File: src/rtl/rdtmr_pkg.sv
/*
 * Constants, field positions and carrier types shared by the reload down timer.
 * Assumes an 8-bit register port with a 2-bit register index.
 */
package rdtmr_pkg;
   // Register indices on the plain register port
   localparam logic [1:0] ADDR_CTRL_UPPER  = 2'h0;
   localparam logic [1:0] ADDR_CTRL_LOWER  = 2'h1;
   localparam logic [1:0] ADDR_VALUE_UPPER = 2'h2;
   localparam logic [1:0] ADDR_VALUE_LOWER = 2'h3;

   // Lower control/status field positions
   localparam int BIT_START  = 0;
   localparam int BIT_ENABLE = 1;
   localparam int BIT_UFLAG  = 2;
   localparam int BIT_IRQEN  = 3;
   localparam int BIT_RELOAD = 4;
   localparam int BIT_OLEVEL = 5;
   localparam int BIT_OUTEN  = 6;

   // Upper control field positions
   localparam int MODE_LSB = 0;
   localparam int CSEL_LSB = 3;

   localparam logic [2:0]  CSEL_EVENT    = 3'h7;
   localparam logic [15:0] COUNT_RESET   = 16'h0000;
   localparam logic [15:0] COUNT_ONESHOT = 16'hffff;
   localparam logic [15:0] RELOAD_RESET  = 16'h0000;
   localparam logic [7:0]  BYTE_ZERO     = 8'h00;
   localparam int          PRESC_WIDTH   = 8;

   typedef enum logic [1:0] {
      RDTMR_STOP = 2'b00,
      RDTMR_WAIT = 2'b01,
      RDTMR_RUN  = 2'b10
   } rdtmr_state_e;

   typedef struct packed {
      logic [2:0] count_clock_select;
      logic [2:0] operating_mode_select;
      logic       output_pin_enable;
      logic       output_level_select;
      logic       reload_select_bit;
      logic       underflow_irq_enable;
   } rdtmr_ctrl_s;

   localparam rdtmr_ctrl_s CTRL_RESET = '{3'h0, 3'h0, 1'b0, 1'b0, 1'b0, 1'b0};
endpackage

File: src/rtl/rdtmr_top.sv
/*
 * Reload down timer: 16-bit down counter with stop, wait and run states,
 * internal prescaled or external event count clock, trigger starts and gated counting.
 * Assumes the timer input pin is synchronous-safe after two flops, and a
 * register master that issues one-cycle read or write strobes.
 */
`timescale 1ns/10ps

module rdtmr_top #(
   parameter int PRESC_W = rdtmr_pkg::PRESC_WIDTH
) (
   input  wire logic       core_clk_in,
   input  wire logic       srst_in,
   input  wire logic [1:0] reg_addr_in,
   input  wire logic [7:0] reg_wdata_in,
   input  wire logic       reg_wr_in,
   input  wire logic       reg_rd_in,
   output logic      [7:0] reg_rdata_out,
   input  wire logic       timer_input_pin_in,
   output logic            timer_output_pin_out,
   output logic            timer_output_oe_out,
   output logic            irq_out
);

   rdtmr_pkg::rdtmr_state_e state;
   rdtmr_pkg::rdtmr_ctrl_s  ctrl;
   rdtmr_pkg::rdtmr_ctrl_s  next_ctrl;
   logic [15:0]             count;
   logic [15:0]             reload_value_register;
   logic [7:0]              reload_hold;
   logic [7:0]              count_low_latch;
   logic                    count_enable_bit;
   logic                    underflow_flag;
   logic                    start_pending;
   logic [PRESC_W-1:0]      presc;
   logic                    pin_sync1;
   logic                    pin_sync2;
   logic                    pin_prev;
   logic                    wr_lower;
   logic                    next_enable;
   logic                    sw_start;
   logic                    ext_start;
   logic                    start;
   logic                    rise;
   logic                    fall;
   logic                    event_mode;
   logic                    gate_mode;
   logic                    gate_open;
   logic                    tick;
   logic                    underflow;

   // Tick when the low csel+1 bits of the prescaler are all ones
   function automatic logic presc_hit(input logic [PRESC_W-1:0] cnt, input logic [2:0] csel);
      logic [PRESC_W-1:0] mask;
      mask = '0;
      for (int i = 0; i < PRESC_W; i++) begin
         if (i <= int'(csel)) begin
            mask[i] = 1'b1;
         end
      end
      return (cnt & mask) == mask;
   endfunction

   // Edge selection: 01 rising, 10 falling, 11 both, 00 none
   function automatic logic edge_hit(input logic r, input logic f, input logic [1:0] sel);
      return (sel[0] & r) | (sel[1] & f);
   endfunction

   // Pin synchroniser and edge history
   always_ff @(posedge core_clk_in) begin
      if (srst_in) begin
         pin_sync1 <= 1'b0;
         pin_sync2 <= 1'b0;
         pin_prev  <= 1'b0;
      end else begin
         pin_sync1 <= timer_input_pin_in;
         pin_sync2 <= pin_sync1;
         pin_prev  <= pin_sync2;
      end
   end

   assign rise = pin_sync2 & ~pin_prev;
   assign fall = ~pin_sync2 & pin_prev;

   always_comb begin
      next_ctrl = ctrl;
      if (reg_wr_in && reg_addr_in == rdtmr_pkg::ADDR_CTRL_UPPER) begin
         next_ctrl.count_clock_select    = reg_wdata_in[rdtmr_pkg::CSEL_LSB +: 3];
         next_ctrl.operating_mode_select = reg_wdata_in[rdtmr_pkg::MODE_LSB +: 3];
      end
      if (wr_lower) begin
         next_ctrl.output_pin_enable    = reg_wdata_in[rdtmr_pkg::BIT_OUTEN];
         next_ctrl.output_level_select  = reg_wdata_in[rdtmr_pkg::BIT_OLEVEL];
         next_ctrl.reload_select_bit    = reg_wdata_in[rdtmr_pkg::BIT_RELOAD];
         next_ctrl.underflow_irq_enable = reg_wdata_in[rdtmr_pkg::BIT_IRQEN];
      end
   end

   assign wr_lower    = reg_wr_in && reg_addr_in == rdtmr_pkg::ADDR_CTRL_LOWER;
   assign next_enable = wr_lower ? reg_wdata_in[rdtmr_pkg::BIT_ENABLE] : count_enable_bit;
   assign event_mode  = ctrl.count_clock_select == rdtmr_pkg::CSEL_EVENT;
   assign gate_mode   = ~event_mode & ctrl.operating_mode_select[2];
   assign gate_open   = pin_sync2 == ctrl.operating_mode_select[0];
   // Software start only counts with enable set after this write
   assign sw_start    = wr_lower & reg_wdata_in[rdtmr_pkg::BIT_START] & next_enable;
   // Pin serves only as a trigger outside gate and event modes
   assign ext_start   = (state != rdtmr_pkg::RDTMR_STOP) & ~event_mode & ~gate_mode
                        & edge_hit(rise, fall, ctrl.operating_mode_select[1:0]);
   assign start       = next_enable & (sw_start | ext_start);

   always_comb begin
      if (event_mode) begin
         tick = edge_hit(rise, fall, ctrl.operating_mode_select[1:0]);
      end else begin
         tick = presc_hit(presc, ctrl.count_clock_select)
                & (~gate_mode | gate_open);
      end
   end

   assign underflow = (state == rdtmr_pkg::RDTMR_RUN) & next_enable & ~start & tick
                      & (count == rdtmr_pkg::COUNT_RESET);

   always_ff @(posedge core_clk_in) begin
      if (srst_in) begin
         presc <= '0;
      end else begin
         presc <= presc + 1'b1;
      end
   end

   // Control registers
   always_ff @(posedge core_clk_in) begin
      if (srst_in) begin
         ctrl             <= rdtmr_pkg::CTRL_RESET;
         count_enable_bit <= 1'b0;
      end else begin
         ctrl             <= next_ctrl;
         count_enable_bit <= next_enable;
      end
   end

   // Underflow flag: hardware set wins over a software clear
   always_ff @(posedge core_clk_in) begin
      if (srst_in) begin
         underflow_flag <= 1'b0;
      end else if (underflow) begin
         underflow_flag <= 1'b1;
      end else if (wr_lower && !reg_wdata_in[rdtmr_pkg::BIT_UFLAG]) begin
         underflow_flag <= 1'b0;
      end
   end

   always_ff @(posedge core_clk_in) begin
      if (srst_in) begin
         irq_out <= 1'b0;
      end else begin
         irq_out <= underflow_flag & ctrl.underflow_irq_enable;
      end
   end

   // Reload value: upper byte waits until the lower byte is written
   always_ff @(posedge core_clk_in) begin
      if (srst_in) begin
         reload_hold           <= rdtmr_pkg::BYTE_ZERO;
         reload_value_register <= rdtmr_pkg::RELOAD_RESET;
      end else if (reg_wr_in && reg_addr_in == rdtmr_pkg::ADDR_VALUE_UPPER) begin
         reload_hold <= reg_wdata_in;
      end else if (reg_wr_in && reg_addr_in == rdtmr_pkg::ADDR_VALUE_LOWER) begin
         reload_value_register <= {reload_hold, reg_wdata_in};
      end
   end

   // State machine and down counter
   always_ff @(posedge core_clk_in) begin
      if (srst_in) begin
         state <= rdtmr_pkg::RDTMR_STOP;
         count <= rdtmr_pkg::COUNT_RESET;
      end else if (!next_enable) begin
         state <= rdtmr_pkg::RDTMR_STOP;
      end else if (start) begin
         state <= rdtmr_pkg::RDTMR_RUN;
         count <= reload_value_register;
      end else begin
         case (state)
            rdtmr_pkg::RDTMR_STOP: begin
               state <= rdtmr_pkg::RDTMR_WAIT;
            end
            rdtmr_pkg::RDTMR_WAIT: begin
               state <= rdtmr_pkg::RDTMR_WAIT;
            end
            rdtmr_pkg::RDTMR_RUN: begin
               if (underflow && ctrl.reload_select_bit) begin
                  count <= reload_value_register;
               end else if (underflow) begin
                  count <= rdtmr_pkg::COUNT_ONESHOT;
                  state <= rdtmr_pkg::RDTMR_WAIT;
               end else if (tick) begin
                  count <= count - 16'h0001;
               end
            end
            default: begin
               state <= rdtmr_pkg::RDTMR_STOP;
            end
         endcase
      end
   end

   // Start bit reads one from start until the first count clock
   always_ff @(posedge core_clk_in) begin
      if (srst_in) begin
         start_pending <= 1'b0;
      end else if (sw_start) begin
         start_pending <= 1'b1;
      end else if (!next_enable || (state == rdtmr_pkg::RDTMR_RUN && tick)) begin
         start_pending <= 1'b0;
      end
   end

   // Output pin level and enable
   always_ff @(posedge core_clk_in) begin
      if (srst_in) begin
         timer_output_pin_out <= 1'b0;
         timer_output_oe_out  <= 1'b0;
      end else begin
         timer_output_oe_out <= next_ctrl.output_pin_enable & next_enable;
         if (start) begin
            timer_output_pin_out <= next_ctrl.reload_select_bit
                                    ? next_ctrl.output_level_select
                                    : ~next_ctrl.output_level_select;
         end else if (underflow) begin
            timer_output_pin_out <= ctrl.reload_select_bit
                                    ? ~timer_output_pin_out
                                    : ctrl.output_level_select;
         end else if (state != rdtmr_pkg::RDTMR_RUN && !ctrl.reload_select_bit) begin
            timer_output_pin_out <= ctrl.output_level_select;
         end
      end
   end

   // Register reads; reading the upper count byte freezes the lower one
   always_ff @(posedge core_clk_in) begin
      if (srst_in) begin
         reg_rdata_out   <= rdtmr_pkg::BYTE_ZERO;
         count_low_latch <= rdtmr_pkg::BYTE_ZERO;
      end else if (reg_rd_in) begin
         case (reg_addr_in)
            rdtmr_pkg::ADDR_CTRL_UPPER: begin
               reg_rdata_out <= {2'h0, ctrl.count_clock_select, ctrl.operating_mode_select};
            end
            rdtmr_pkg::ADDR_CTRL_LOWER: begin
               reg_rdata_out <= {1'b0, ctrl.output_pin_enable, ctrl.output_level_select,
                                 ctrl.reload_select_bit, ctrl.underflow_irq_enable,
                                 underflow_flag, count_enable_bit, start_pending};
            end
            rdtmr_pkg::ADDR_VALUE_UPPER: begin
               reg_rdata_out   <= count[15:8];
               count_low_latch <= count[7:0];
            end
            rdtmr_pkg::ADDR_VALUE_LOWER: begin
               reg_rdata_out <= count_low_latch;
            end
            default: begin
               reg_rdata_out <= rdtmr_pkg::BYTE_ZERO;
            end
         endcase
      end else begin
         reg_rdata_out <= rdtmr_pkg::BYTE_ZERO;
      end
   end
endmodule

File: config.mk
export PLATFORM = sky130hd
export DESIGN_NAME = rdtmr_top
export DESIGN_NICKNAME = d
export VERILOG_FILES = /design/src/rtl/rdtmr_pkg.sv /design/src/rtl/rdtmr_top.sv
export SDC_FILE = /design/constraint.sdc
export NUM_CORES = 1
export LEC_CHECK = 0
export ABC_AREA = 1
export BUFFER_PORTS_ARGS = -buffer_cell sky130_fd_sc_hd__buf_2
export CAP_MARGIN = 20
export CORE_UTILIZATION = 50
export CTS_CLUSTER_DIAMETER = 200
export CTS_CLUSTER_SIZE = 16
export DETAILED_ROUTE_END_ITERATION = 10
export PLACE_DENSITY = 0.74
export SKIP_LAST_GASP = 1
export SLEW_MARGIN = 20
export SYNTH_ARGS = -nofsm -noshare
export SYNTH_HDL_FRONTEND = slang
export SYNTH_SLANG_ARGS = --single-unit
File: constraint.sdc
create_clock -name core_clk_in -period 2.3 [get_ports core_clk_in]
set_clock_uncertainty 0.1 [all_clocks]
set_input_delay 0.46 -clock core_clk_in [delete_from_list [all_inputs] [get_ports core_clk_in]]
set_output_delay 0.46 -clock core_clk_in [all_outputs]
set_load 0.01 [all_outputs]
==> results of run 1 <==
-- stage by stage --
| step | worst slack [ns] | instance area [um^2] |
|---|---|---|
| 2_1_floorplan | 0.3827 | 4031 |
| 3_3_place_gp | 0.1630 | 4348 |
| 3_5_place_dp | 0.1681 | 4348 |
| 4_1_cts | 0.1305 | 4538 |
| 5_1_grt | 0.009751 | 4544 |
| 6_report | 0.2044 | 4544 |
-- Yosys cell counts, types with 6 or more instances --
library cell / instances / area [um^2]
a21oi_1: 51 / 255.2
clkbuf_1: 13 / 48.80
dfxtp_1: 84 / 1682
inv_1: 79 / 296.5
nand2_1: 114 / 427.9
nand3_1: 66 / 330.3
nand4_1: 6 / 37.54
nor2_1: 59 / 221.5
nor3_1: 6 / 30.03
o21ai_0: 49 / 245.2
xor2_1: 9 / 78.83
-- how the worst max path moves through the flow --
stage	end	slack, ns	cells after the start
6_report	count[3]	0.20	12
5_1_grt	count[13]	0.01	12
4_1_cts	count[7]	0.13	12
3_5_place_dp	count[3]	0.17	12
3_3_place_gp	count[3]	0.16	12
2_1_floorplan	count[4]	0.38	14
-- state kept, by name, summed over array words and instances (netlist names), 2 cells and up --
register               flops
ctrl                      10
reg_rdata_out              8
presc                      7
count                     16
reload_hold                8
reload_value_register     16
state                      2
count_low_latch            8
-- layout make-up --
class | instances | area share, %
Timing Repair Buffer | 48 | 6.828
Sequential cell | 84 | 37.03
Tap cell | 102 | 2.808
Multi-Input combinational cell | 392 | 42.29
Clock buffer | 9 | 2.726
Inverter | 83 | 6.856
Clock inverter | 7 | 1.459
-- cell families after synthesis --
kind of cell,share of synthesized area (%)
and+or+nand+nor,28.37
buffers and inverters,10.74
adders and majority gates,0.6206
AOI/OAI and AO/OA,16.14
xor gates and xnor gates,2.173
DFF,41.71
muxes,0.2483
-- power breakdown --
| part | switching [mW] | leakage (nW) | internal, mW | total [mW] |
|---|---|---|---|---|
| Clock | 0.536 | 0.0992 | 0.497 | 1.03 |
| Sequential | 0.0252 | 0.682 | 1.49 | 1.52 |
| Combinational | 0.160 | 1.40 | 0.0806 | 0.241 |
-- metal layers --
layer	up-vias	part of all wire, %	GRT usage [%]
met1	1746	46	34.99
met2	185	42	37.78
met5	-	0	0
li1	1964	-	-
met3	17	9.9	7.463
met4	0	1.9	10.03
-- worst register-to-register path: cells and delay by family, from the launching register on --
family                     cells  cell delay [ns]
and+or+nand+nor                8             1.14
buffers and inverters          3             0.24
adders and majority gates      1             0.26
DFF                            1             0.32
-- repair_timing --
item	in CTS	in global routing
gates resized for setup	0	2
hold buffers	0	0
setup endpoints to repair	0	9
==> impl_results.md, run 1 <==
* Status: finished, final reports clean
* Leak Pwr at 2.186 nW
* Initial Util at 51.90%
* Reg2Reg Setup Slack at 0.20 ns
* Port Buf Inserts at 25
* Vias at 3,912
* First-pass DRT Iterations at 5
* Wire length per cell at 14.19 um
* CP delay by family, top: simple AND/OR/NAND/NOR gates
* Final hold vios at 0
* Non-filler instance count after layout at 725
* Largest net degree at the start of global routing at 33
* F_max at 477.2 MHz
* Mapped Nets at 600
* Buf/Inv on CP at 3
* Yosys reg bits at 84
* Worst path cell trace: inv_1 -> ha_1 -> nor3b_2 -> nand3_1 -> nor3_1 -> buf_4 -> nand3_2 -> nand2_1 -> nand3_1 -> nand3_1 -> nand2_1 -> inv_1
* Number of global-route vias before repair at 3,476
* Asr flop ratio synth at 0%
* Via density per instance at 5.396
* Final Max Slew Viols at 0
* Core Area at 7767 um^2
* Final setup violating endpoints at 0
* Fill cells at 733
* RSZ-0062 raised after global routing: false
* Sequential fraction of the synthesis area at 41.71%
* 1st-iter DRT viols at 395
* Post-route clock period utilization at 91.12%
* Synth Instances at 583
* Placed instance count at 709
* Reg2reg path depth at 12
* ANT cells at 0
* Insertion delay to the later sink of the worst-skew pair at 0.36 ns
* CP Capture Type: flip-flop
* Slowest cell on crit path: dfxtp_1
* Hold WS at 0.1988 ns
* H-tree depth reported by CTS at 3
* Clk pin slew, worst setup/hold paths at 0.09 ns
* Setup TNS at 0 ns
* DP HPWL at 7608 um
* Ys Warns at 0
* Post-route DRC at 0
* GRT Overall Usage at 25.56%
* Final WL at 10,290 um
* Number of max-cap violations at 0
* Max_slew headroom at 56.55%
* Max VDD drop at 0.0002960 V
* Worst EP arrival at 2.31 ns
* CTS Root Cell: clkbuf_8
* Die area at 8425 um^2
* HP Class: in -> reg
* Main flop type after synthesis: dfxtp_1
* Most frequent cells in the layout: 114 x nand2_1, 83 x dfxtp_1, 79 x inv_1
* CTS Buf Count at 9
* Post-Syn Area at 4031 um^2
* Worst path most repeated cell: nand3_1
* Reg2reg start: count[0]
* Layout area overhead at 12.73%
* Initial antenna violation count at 0
* Min-delay src: timer_input_pin_in
* Worst hold endpoint: pin_sync1
* Die height at 91.79 um
* Min Tclk post-route at 2.096 ns
* Reg2reg end: count[3]
* Nets at 635
* Power density over the cells at 613.9 nW/um^2
* Final antenna-violating net count at 0
* Gr ovfl total at 0
* Setup Fix Bufs, Post-CTS at 0
* Slew at the pin closest to its max-slew limit at 0.6501 ns
* Share of cells above drive strength 1 at 13.48%
* Synth cell types at 36
* Clock tree from TritonCTS: built
* Clock tree buffer depth at 2
* Ports at 26
* Clk sink count at 84
* Critical Path Source Type: flip-flop
* GP Congestion at 0.9941
* Kind of critical path: reg -> reg
* Post-synth EDFFs at 0
* Commonest non-fill, non-tap cell in the layout: nand2_1
* Row count at 32
* CP max FO at 10
* Area of the multi-input gates at 1922 um^2
* Setup crit start: count[0]
* Total power draw at 2.790 mW
* CP required at 2.52 ns
* Global-route wire length before repair at 16,680 um
* Critical path's largest stage delay at 0.32 ns
* Hold Path Stages at 3
* Mean Syn Cell Area at 6.915 um^2
* Fin util at 58.51%
* DIE WIDTH at 91.79 um
* FF+latch area at 1683 um^2
(Power assumes the default switching activity.)
==> run 2: changes to the inputs <==
--- a/config.mk
+++ b/config.mk
@@ -12,7 +12,7 @@
 export CTS_CLUSTER_DIAMETER = 200
 export CTS_CLUSTER_SIZE = 16
 export DETAILED_ROUTE_END_ITERATION = 10
-export PLACE_DENSITY = 0.74
+export PLACE_DENSITY = 0.68
 export SKIP_LAST_GASP = 1
 export SLEW_MARGIN = 20
 export SYNTH_ARGS = -nofsm -noshare
==> impl_results.md, run 2 (synthesis results as in run 1) <==
* Hold-fix buffers, CTS at 0 (unchanged)
* Final WL at 10,870 um (+5.7%)
* Crit path depth at 11 (-1)
* Post-DP Area at 4368 um^2 (+0.46%)
* Reg2reg path depth at 11 (-1)
* Worst EP arrival at 2.30 ns (about the same)
* Worst path most repeated cell: nand3_1
* Slowest cell on crit path: dfxtp_1
* Vias at 3,909 (-0.077%)
* Layout area overhead at 14.90%
* Post-route DRC at 0 (unchanged)
* Top Layer Used: met4
* Final setup violating endpoints at 0 (unchanged)
* Final antenna-violating net count at 0 (unchanged)
* Nets at 637 (+0.31%)
* RSZ-0062 raised after global routing: false
* Met2 WL at 4773 um (+11%)
* Commonest non-fill, non-tap cell in the layout: nand2_1
* CTS Root Cell: clkbuf_8
* CP delay by family, top: simple AND/OR/NAND/NOR gates
* Layout Cell Area excl Fill at 4632 um^2 (+1.9%)
* Setup TNS at 0 ns (unchanged)
* Leak Pwr at 2.218 nW (+1.5%)
* Status: finished, final reports clean
* Number of global-route vias before repair at 3,674 (+5.7%)
* CTS Buf Count at 9 (unchanged)
* Fin util at 59.63% (+1.1 points)
* Max VDD drop at 0.0003959 V (+34%)
* Largest net degree at the start of global routing at 36 (+9.1%)
* Via density per instance at 5.377 (-0.35%)
* ANT cells at 0 (unchanged)
* Final Max Slew Viols at 0 (unchanged)
* Worst Slack Setup Final at 0.2059 ns (+0.001546 ns)
* Largest registers: count (16), reload_value_register (16), ctrl (10)
* Clk sink count at 84 (unchanged)
* Power density over the cells at 644.5 nW/um^2 (+5.0%)
* Kind of critical path: reg -> reg
* Insertion delay to the later sink of the worst-skew pair at 0.36 ns (about the same)
* Slew at the pin closest to its max-slew limit at 0.4806 ns (-0.1695 ns)
* Clock tree buffer depth at 2 (unchanged)
* Final hold vios at 0 (unchanged)
* Share of cells above drive strength 1 at 14.24% (+0.76 points)
* GRT Overall Usage at 27.41% (+1.9 points)
* Global-route wire length before repair at 17,860 um (+7.0%)
* Wire length per cell at 14.96 um (+5.4%)
* F_max at 477.5 MHz (about the same)
* Most frequent cells in the layout: 114 x nand2_1, 82 x dfxtp_1, 79 x inv_1
* Gr ovfl total at 0 (unchanged)
* Wl on met1 at 4900 um (+3.0%)
* Initial antenna violation count at 0 (unchanged)
* Worst path cell trace: inv_1 -> ha_1 -> nor3b_1 -> nand3_1 -> nor3_4 -> nand3_2 -> nand2_1 -> nand3_1 -> nand3_1 -> nand2_1 -> inv_1
* CP Capture Type: flip-flop
* Critical Path Source Type: flip-flop
* DP HPWL at 7975 um (+4.8%)
* Setup Fix Bufs, Post-CTS at 0 (unchanged)
* DIE WIDTH at 91.79 um (unchanged)
* Initial Util at 51.90% (unchanged)
* Critical path's largest stage delay at 0.36 ns (+0.04 ns)
* CP required at 2.51 ns (about the same)
* Post-route clock period utilization at 91.05% (about the same)
* H-tree depth reported by CTS at 3 (unchanged)
* Row count at 32 (unchanged)
* Core Area at 7767 um^2 (unchanged)
* Number of max-cap violations at 0 (unchanged)
* HP Class: in -> reg
* Hold Path Stages at 3 (unchanged)
* First-pass DRT Iterations at 5 (unchanged)
* Die height at 91.79 um (unchanged)
* Dpl ws at 0.1482 ns (-0.01996 ns)
* Buf/Inv on CP at 2 (-1)
* Port Buf Inserts at 25 (unchanged)
* 1st-iter DRT viols at 320 (-19%)
* GP Congestion at 0.9090 (-8.6%)
* Max_slew headroom at 67.84% (+11 points)
* Clk pin slew, worst setup/hold paths at 0.09 ns (about the same)
* Clock tree from TritonCTS: built
* WL met3 at 973 um (-4.6%)
* Min Tclk post-route at 2.094 ns (-0.001546 ns)
* Die area at 8425 um^2 (unchanged)
* CP max FO at 5 (-5)
* CTS resizes at 0 (unchanged)
* Ports at 26 (unchanged)
==> run 2: worst reg2reg max path: stages, from the launching register on <==
cell and delay [ns]:
dfxtp_1 0.36, inv_1 0.07, ha_1 0.23, nor3b_1 0.30, nand3_1 0.19, nor3_4 0.21
nand3_2 0.19, nand2_1 0.11, nand3_1 0.09, nand3_1 0.10, nand2_1 0.05, inv_1 0.05
==> run 2: worst paths after layout <==
kind / endpoint / slack (ns) / startpoint
hold / removal: pin_sync1 / 0.20 / timer_input_pin_in
setup reg to reg: count[13] / 0.21 / count[1]
setup / recovery: count[13] / 0.21 / count[1]
hold reg to reg: pin_sync2 / 0.31 / pin_sync1
==> run 2: metal layers <==
layer,GRT usage [%],vias up
met4,9.635,0
met1,36.44,1771
li1,-,1965
met5,0,-
met2,42.17,152
met3,8.292,21
==> run 2: layout make-up <==
| type | instances | area (um^2) |
|---|---|---|
| multi-input combinational | 393 | 1946 |
| clock buffer | 10 | 137.6 |
| sequential | 84 | 1684 |
| clock inverter | 6 | 95.09 |
| timing repair buffer | 49 | 330.3 |
| tap | 102 | 127.6 |
| fill | 799 | 3136 |
| inverter | 83 | 311.5 |
==> run 2: where the power goes <==
group | leakage, nW | switching, mW | internal [mW]
Clock | 0.117 | 0.566 | 0.651
Combinational | 1.42 | 0.167 | 0.0849
Sequential | 0.682 | 0.0258 | 1.49
Total | 2.22 | 0.759 | 2.23
==> run 2: per-stage QoR <==
step | hold slack [ns] | cells | power [mW]
after floorplan | 0.2883 | 583 | 1.696
after global placement | 0.2889 | 710 | 1.786
after detailed placement | 0.3033 | 710 | 1.792
after CTS | 0.1977 | 726 | 2.988
after global routing | 0.2060 | 727 | 3.115
final | 0.2023 | 727 | 2.985
==> run 3: changes to the inputs <==
--- a/config.mk
+++ b/config.mk
@@ -13,6 +13,7 @@
 export CTS_CLUSTER_SIZE = 16
 export DETAILED_ROUTE_END_ITERATION = 10
 export PLACE_DENSITY = 0.68
+export SETUP_SLACK_MARGIN = 0.05
 export SKIP_LAST_GASP = 1
 export SLEW_MARGIN = 20
 export SYNTH_ARGS = -nofsm -noshare
==> constraint.sdc (replaced) <==
create_clock -name core_clk_in -period 2 [get_ports core_clk_in]
set_clock_uncertainty 0.1 [all_clocks]
set_input_delay 0.4 -clock core_clk_in [delete_from_list [all_inputs] [get_ports core_clk_in]]
set_output_delay 0.4 -clock core_clk_in [all_outputs]
set_load 0.01 [all_outputs]
==> impl_results.md, run 3 (synthesis results as in run 1) <==
* Hold-fix buffers, CTS at 0 (unchanged)
* Layout area overhead at 24.92%
* CP required at 2.16 ns (-0.35 ns)
* Critical Path Source Type: flip-flop
* Min-delay src: timer_input_pin_in
* Failing checks: setup timing
* Reg2Reg Setup Slack at -0.04 ns (-0.24 ns)
* Status: finished, violations left
* Power density over the cells at 627.1 nW/um^2 (-2.7%)
* Dpl ws at -0.01703 ns (-0.1652 ns)
* Kind of critical path: reg -> reg
* Gr ovfl total at 0 (unchanged)
* Commonest non-fill, non-tap cell in the layout: nand2_1
* Clk pin slew, worst setup/hold paths at 0.08 ns (about the same)
* Placed instance count at 726 (+2.3%)
* CP max FO at 10 (+5)
* Min Tclk post-route at 2.037 ns (-0.05742 ns)
* Slew at the pin closest to its max-slew limit at 0.4614 ns (-0.01925 ns)
* ANT cells at 0 (unchanged)
* Clock tree from TritonCTS: built
* CP delay by family, top: simple AND/OR/NAND/NOR gates
* Share of cells above drive strength 1 at 22.66% (+8.4 points)
* Number of max-cap violations at 0 (unchanged)
* Buf/Inv on CP at 3 (+1)
* Reg2reg path depth at 12 (+1)
* Ports at 26 (unchanged)
* First-pass DRT Iterations at 5 (unchanged)
* HP Class: in -> reg
* Insertion delay to the later sink of the worst-skew pair at 0.35 ns (about the same)
* Worst EP arrival at 2.19 ns (-0.11 ns)
* Hold Path Stages at 3 (unchanged)
* Number of global-route vias before repair at 3,677 (+0.082%)
* Reg2reg end: count[6]
* Worst Slack Setup Final at -0.03668 ns (-0.2426 ns)
* Die area at 8425 um^2 (unchanged)
* Non-filler instance count after layout at 755 (+3.9%)
* Final hold vios at 0 (unchanged)
* DP HPWL at 8002 um (+0.34%)
* Largest net degree at the start of global routing at 36 (unchanged)
* Die height at 91.79 um (unchanged)
* Clock tree buffer depth at 2 (unchanged)
* 1st-iter DRT viols at 537 (+68%)
* Reg2reg start: count[1]
* Post-route DRC at 0 (unchanged)
* Largest registers: count (16), reload_value_register (16), ctrl (10)
* Final setup violating endpoints at 9 (+9)
* Row count at 32 (unchanged)
* Max VDD drop at 0.0003971 V (+0.31%)
* Via density per instance at 5.458 (+1.5%)
* Post-route clock period utilization at 101.8% (+11 points)
* Global-route wire length before repair at 17,730 um (-0.73%)
* GP Congestion at 0.8891 (-2.2%)
* Critical path's largest stage delay at 0.33 ns (-0.03 ns)
* Worst hold endpoint: pin_sync1
* GRT Overall Usage at 26.98% (-0.43 points)
* Clk sink count at 84 (unchanged)
* Slowest cell on crit path: dfxtp_2
* Nets at 666 (+4.6%)
* Final Max Slew Viols at 0 (unchanged)
* Fin util at 64.84% (+5.2 points)
* Worst path cell trace: inv_2 -> ha_4 -> nand3_4 -> nor2_4 -> nand4_1 -> nor2_4 -> nand4_4 -> clkbuf_16 -> nand3_1 -> nand3_1 -> nand2_1 -> inv_1
* CTS Root Cell: clkbuf_8
* CTS Buf Count at 9 (unchanged)
* RSZ-0062 raised after global routing: true
* Final WL at 11,730 um (+7.8%)
* Leak Pwr at 2.401 nW (+8.2%)
* CP Capture Type: flip-flop
* H-tree depth reported by CTS at 3 (unchanged)
* Vias at 4,121 (+5.4%)
* Port Buf Inserts at 25 (unchanged)
* Wire length per cell at 15.53 um (+3.8%)
* Max_slew headroom at 69.13% (+1.3 points)
* F_max at 491.0 MHz (+2.8%)
* Initial Util at 51.90% (unchanged)
* Most frequent cells in the layout: 109 x nand2_1, 75 x dfxtp_1, 74 x inv_1
* Final antenna-violating net count at 0 (unchanged)
* DIE WIDTH at 91.79 um (unchanged)
* Initial antenna violation count at 0 (unchanged)
* Core Area at 7767 um^2 (unchanged)
run 3: cell count changes in the layout (fill, tap and decap cells not counted), moves of 4 or more:
| cell | before | now |
|---|---|---|
| nand2_1 | 114 | 109 |
| dfxtp_1 | 82 | 75 |
| nor2_4 | 1 | 6 |
| inv_1 | 79 | 74 |
| nand3_1 | 66 | 62 |
| o21ai_0 | 49 | 42 |
| inv_2 | 4 | 9 |
| o21ai_1 | 1 | 7 |
| clkbuf_16 | 0 | 4 |
| dfxtp_2 | 2 | 6 |
| nor2_1 | 58 | 51 |
| buf_4 | 22 | 45 |
run 3: layout make-up:
| cell class | count | area [um^2] |
|---|---|---|
| multi-input combinational | 393 | 2102 |
| clock inverter | 3 | 23.77 |
| clock buffer | 12 | 145.1 |
| tap | 102 | 127.6 |
| fill | 703 | 2731 |
| sequential | 84 | 1700 |
| inverter | 83 | 311.5 |
| timing repair buffer | 78 | 625.6 |
run 3: worst max path at each step:
stage | endpoint | start | cells after the start
6_report | count[6] | count[1] | 12
5_1_grt | count[4] | count[1] | 12
4_1_cts | count[4] | count[0] | 12
3_5_place_dp | count[4] | reg_addr_in[1] | 14
3_3_place_gp | count[5] | reg_addr_in[0] | 12
2_1_floorplan | count[4] | reg_addr_in[0] | 14
run 3: worst min-delay path: stages:
cell,delay [ns]
buf_2,0.07
inv_1,0.03
nor2_1,0.06
run 3: layer usage:
| layer | up-vias | wire length [um] | global-route usage [%] |
|---|---|---|---|
| met3 | 32 | 968 | 3.234 |
| li1 | 2022 | - | - |
| met2 | 200 | 5137 | 42.73 |
| met1 | 1867 | 5275 | 37.69 |
| met4 | 0 | 344 | 10.16 |
| met5 | - | 0 | 0 |
run 3: power breakdown:
part,switching [mW],internal (mW)
sequential,0.0303,1.71
clock,0.604,0.482
combinational,0.206,0.124
total,0.840,2.32
run 3: what timing repair did:
action                     CTS  global route
pin swaps                    2            10
resized for setup            5            63
cloned                       1             5
setup endpoints to repair   16            18
setup buffers                2             6
run 3: metrics by stage:
stage	instance area [um^2]	total power, mW	TNS (ns)	hold WS (ns)
final	5036	3.158	-0.1528	0.1439
after global routing	5036	3.289	-1.031	0.1534
after CTS	4684	3.150	0	0.1307
after detailed placement	4476	2.069	-0.06396	0.3076
after global placement	4476	2.065	0	0.2911
after floorplan	4031	1.951	0	0.2883
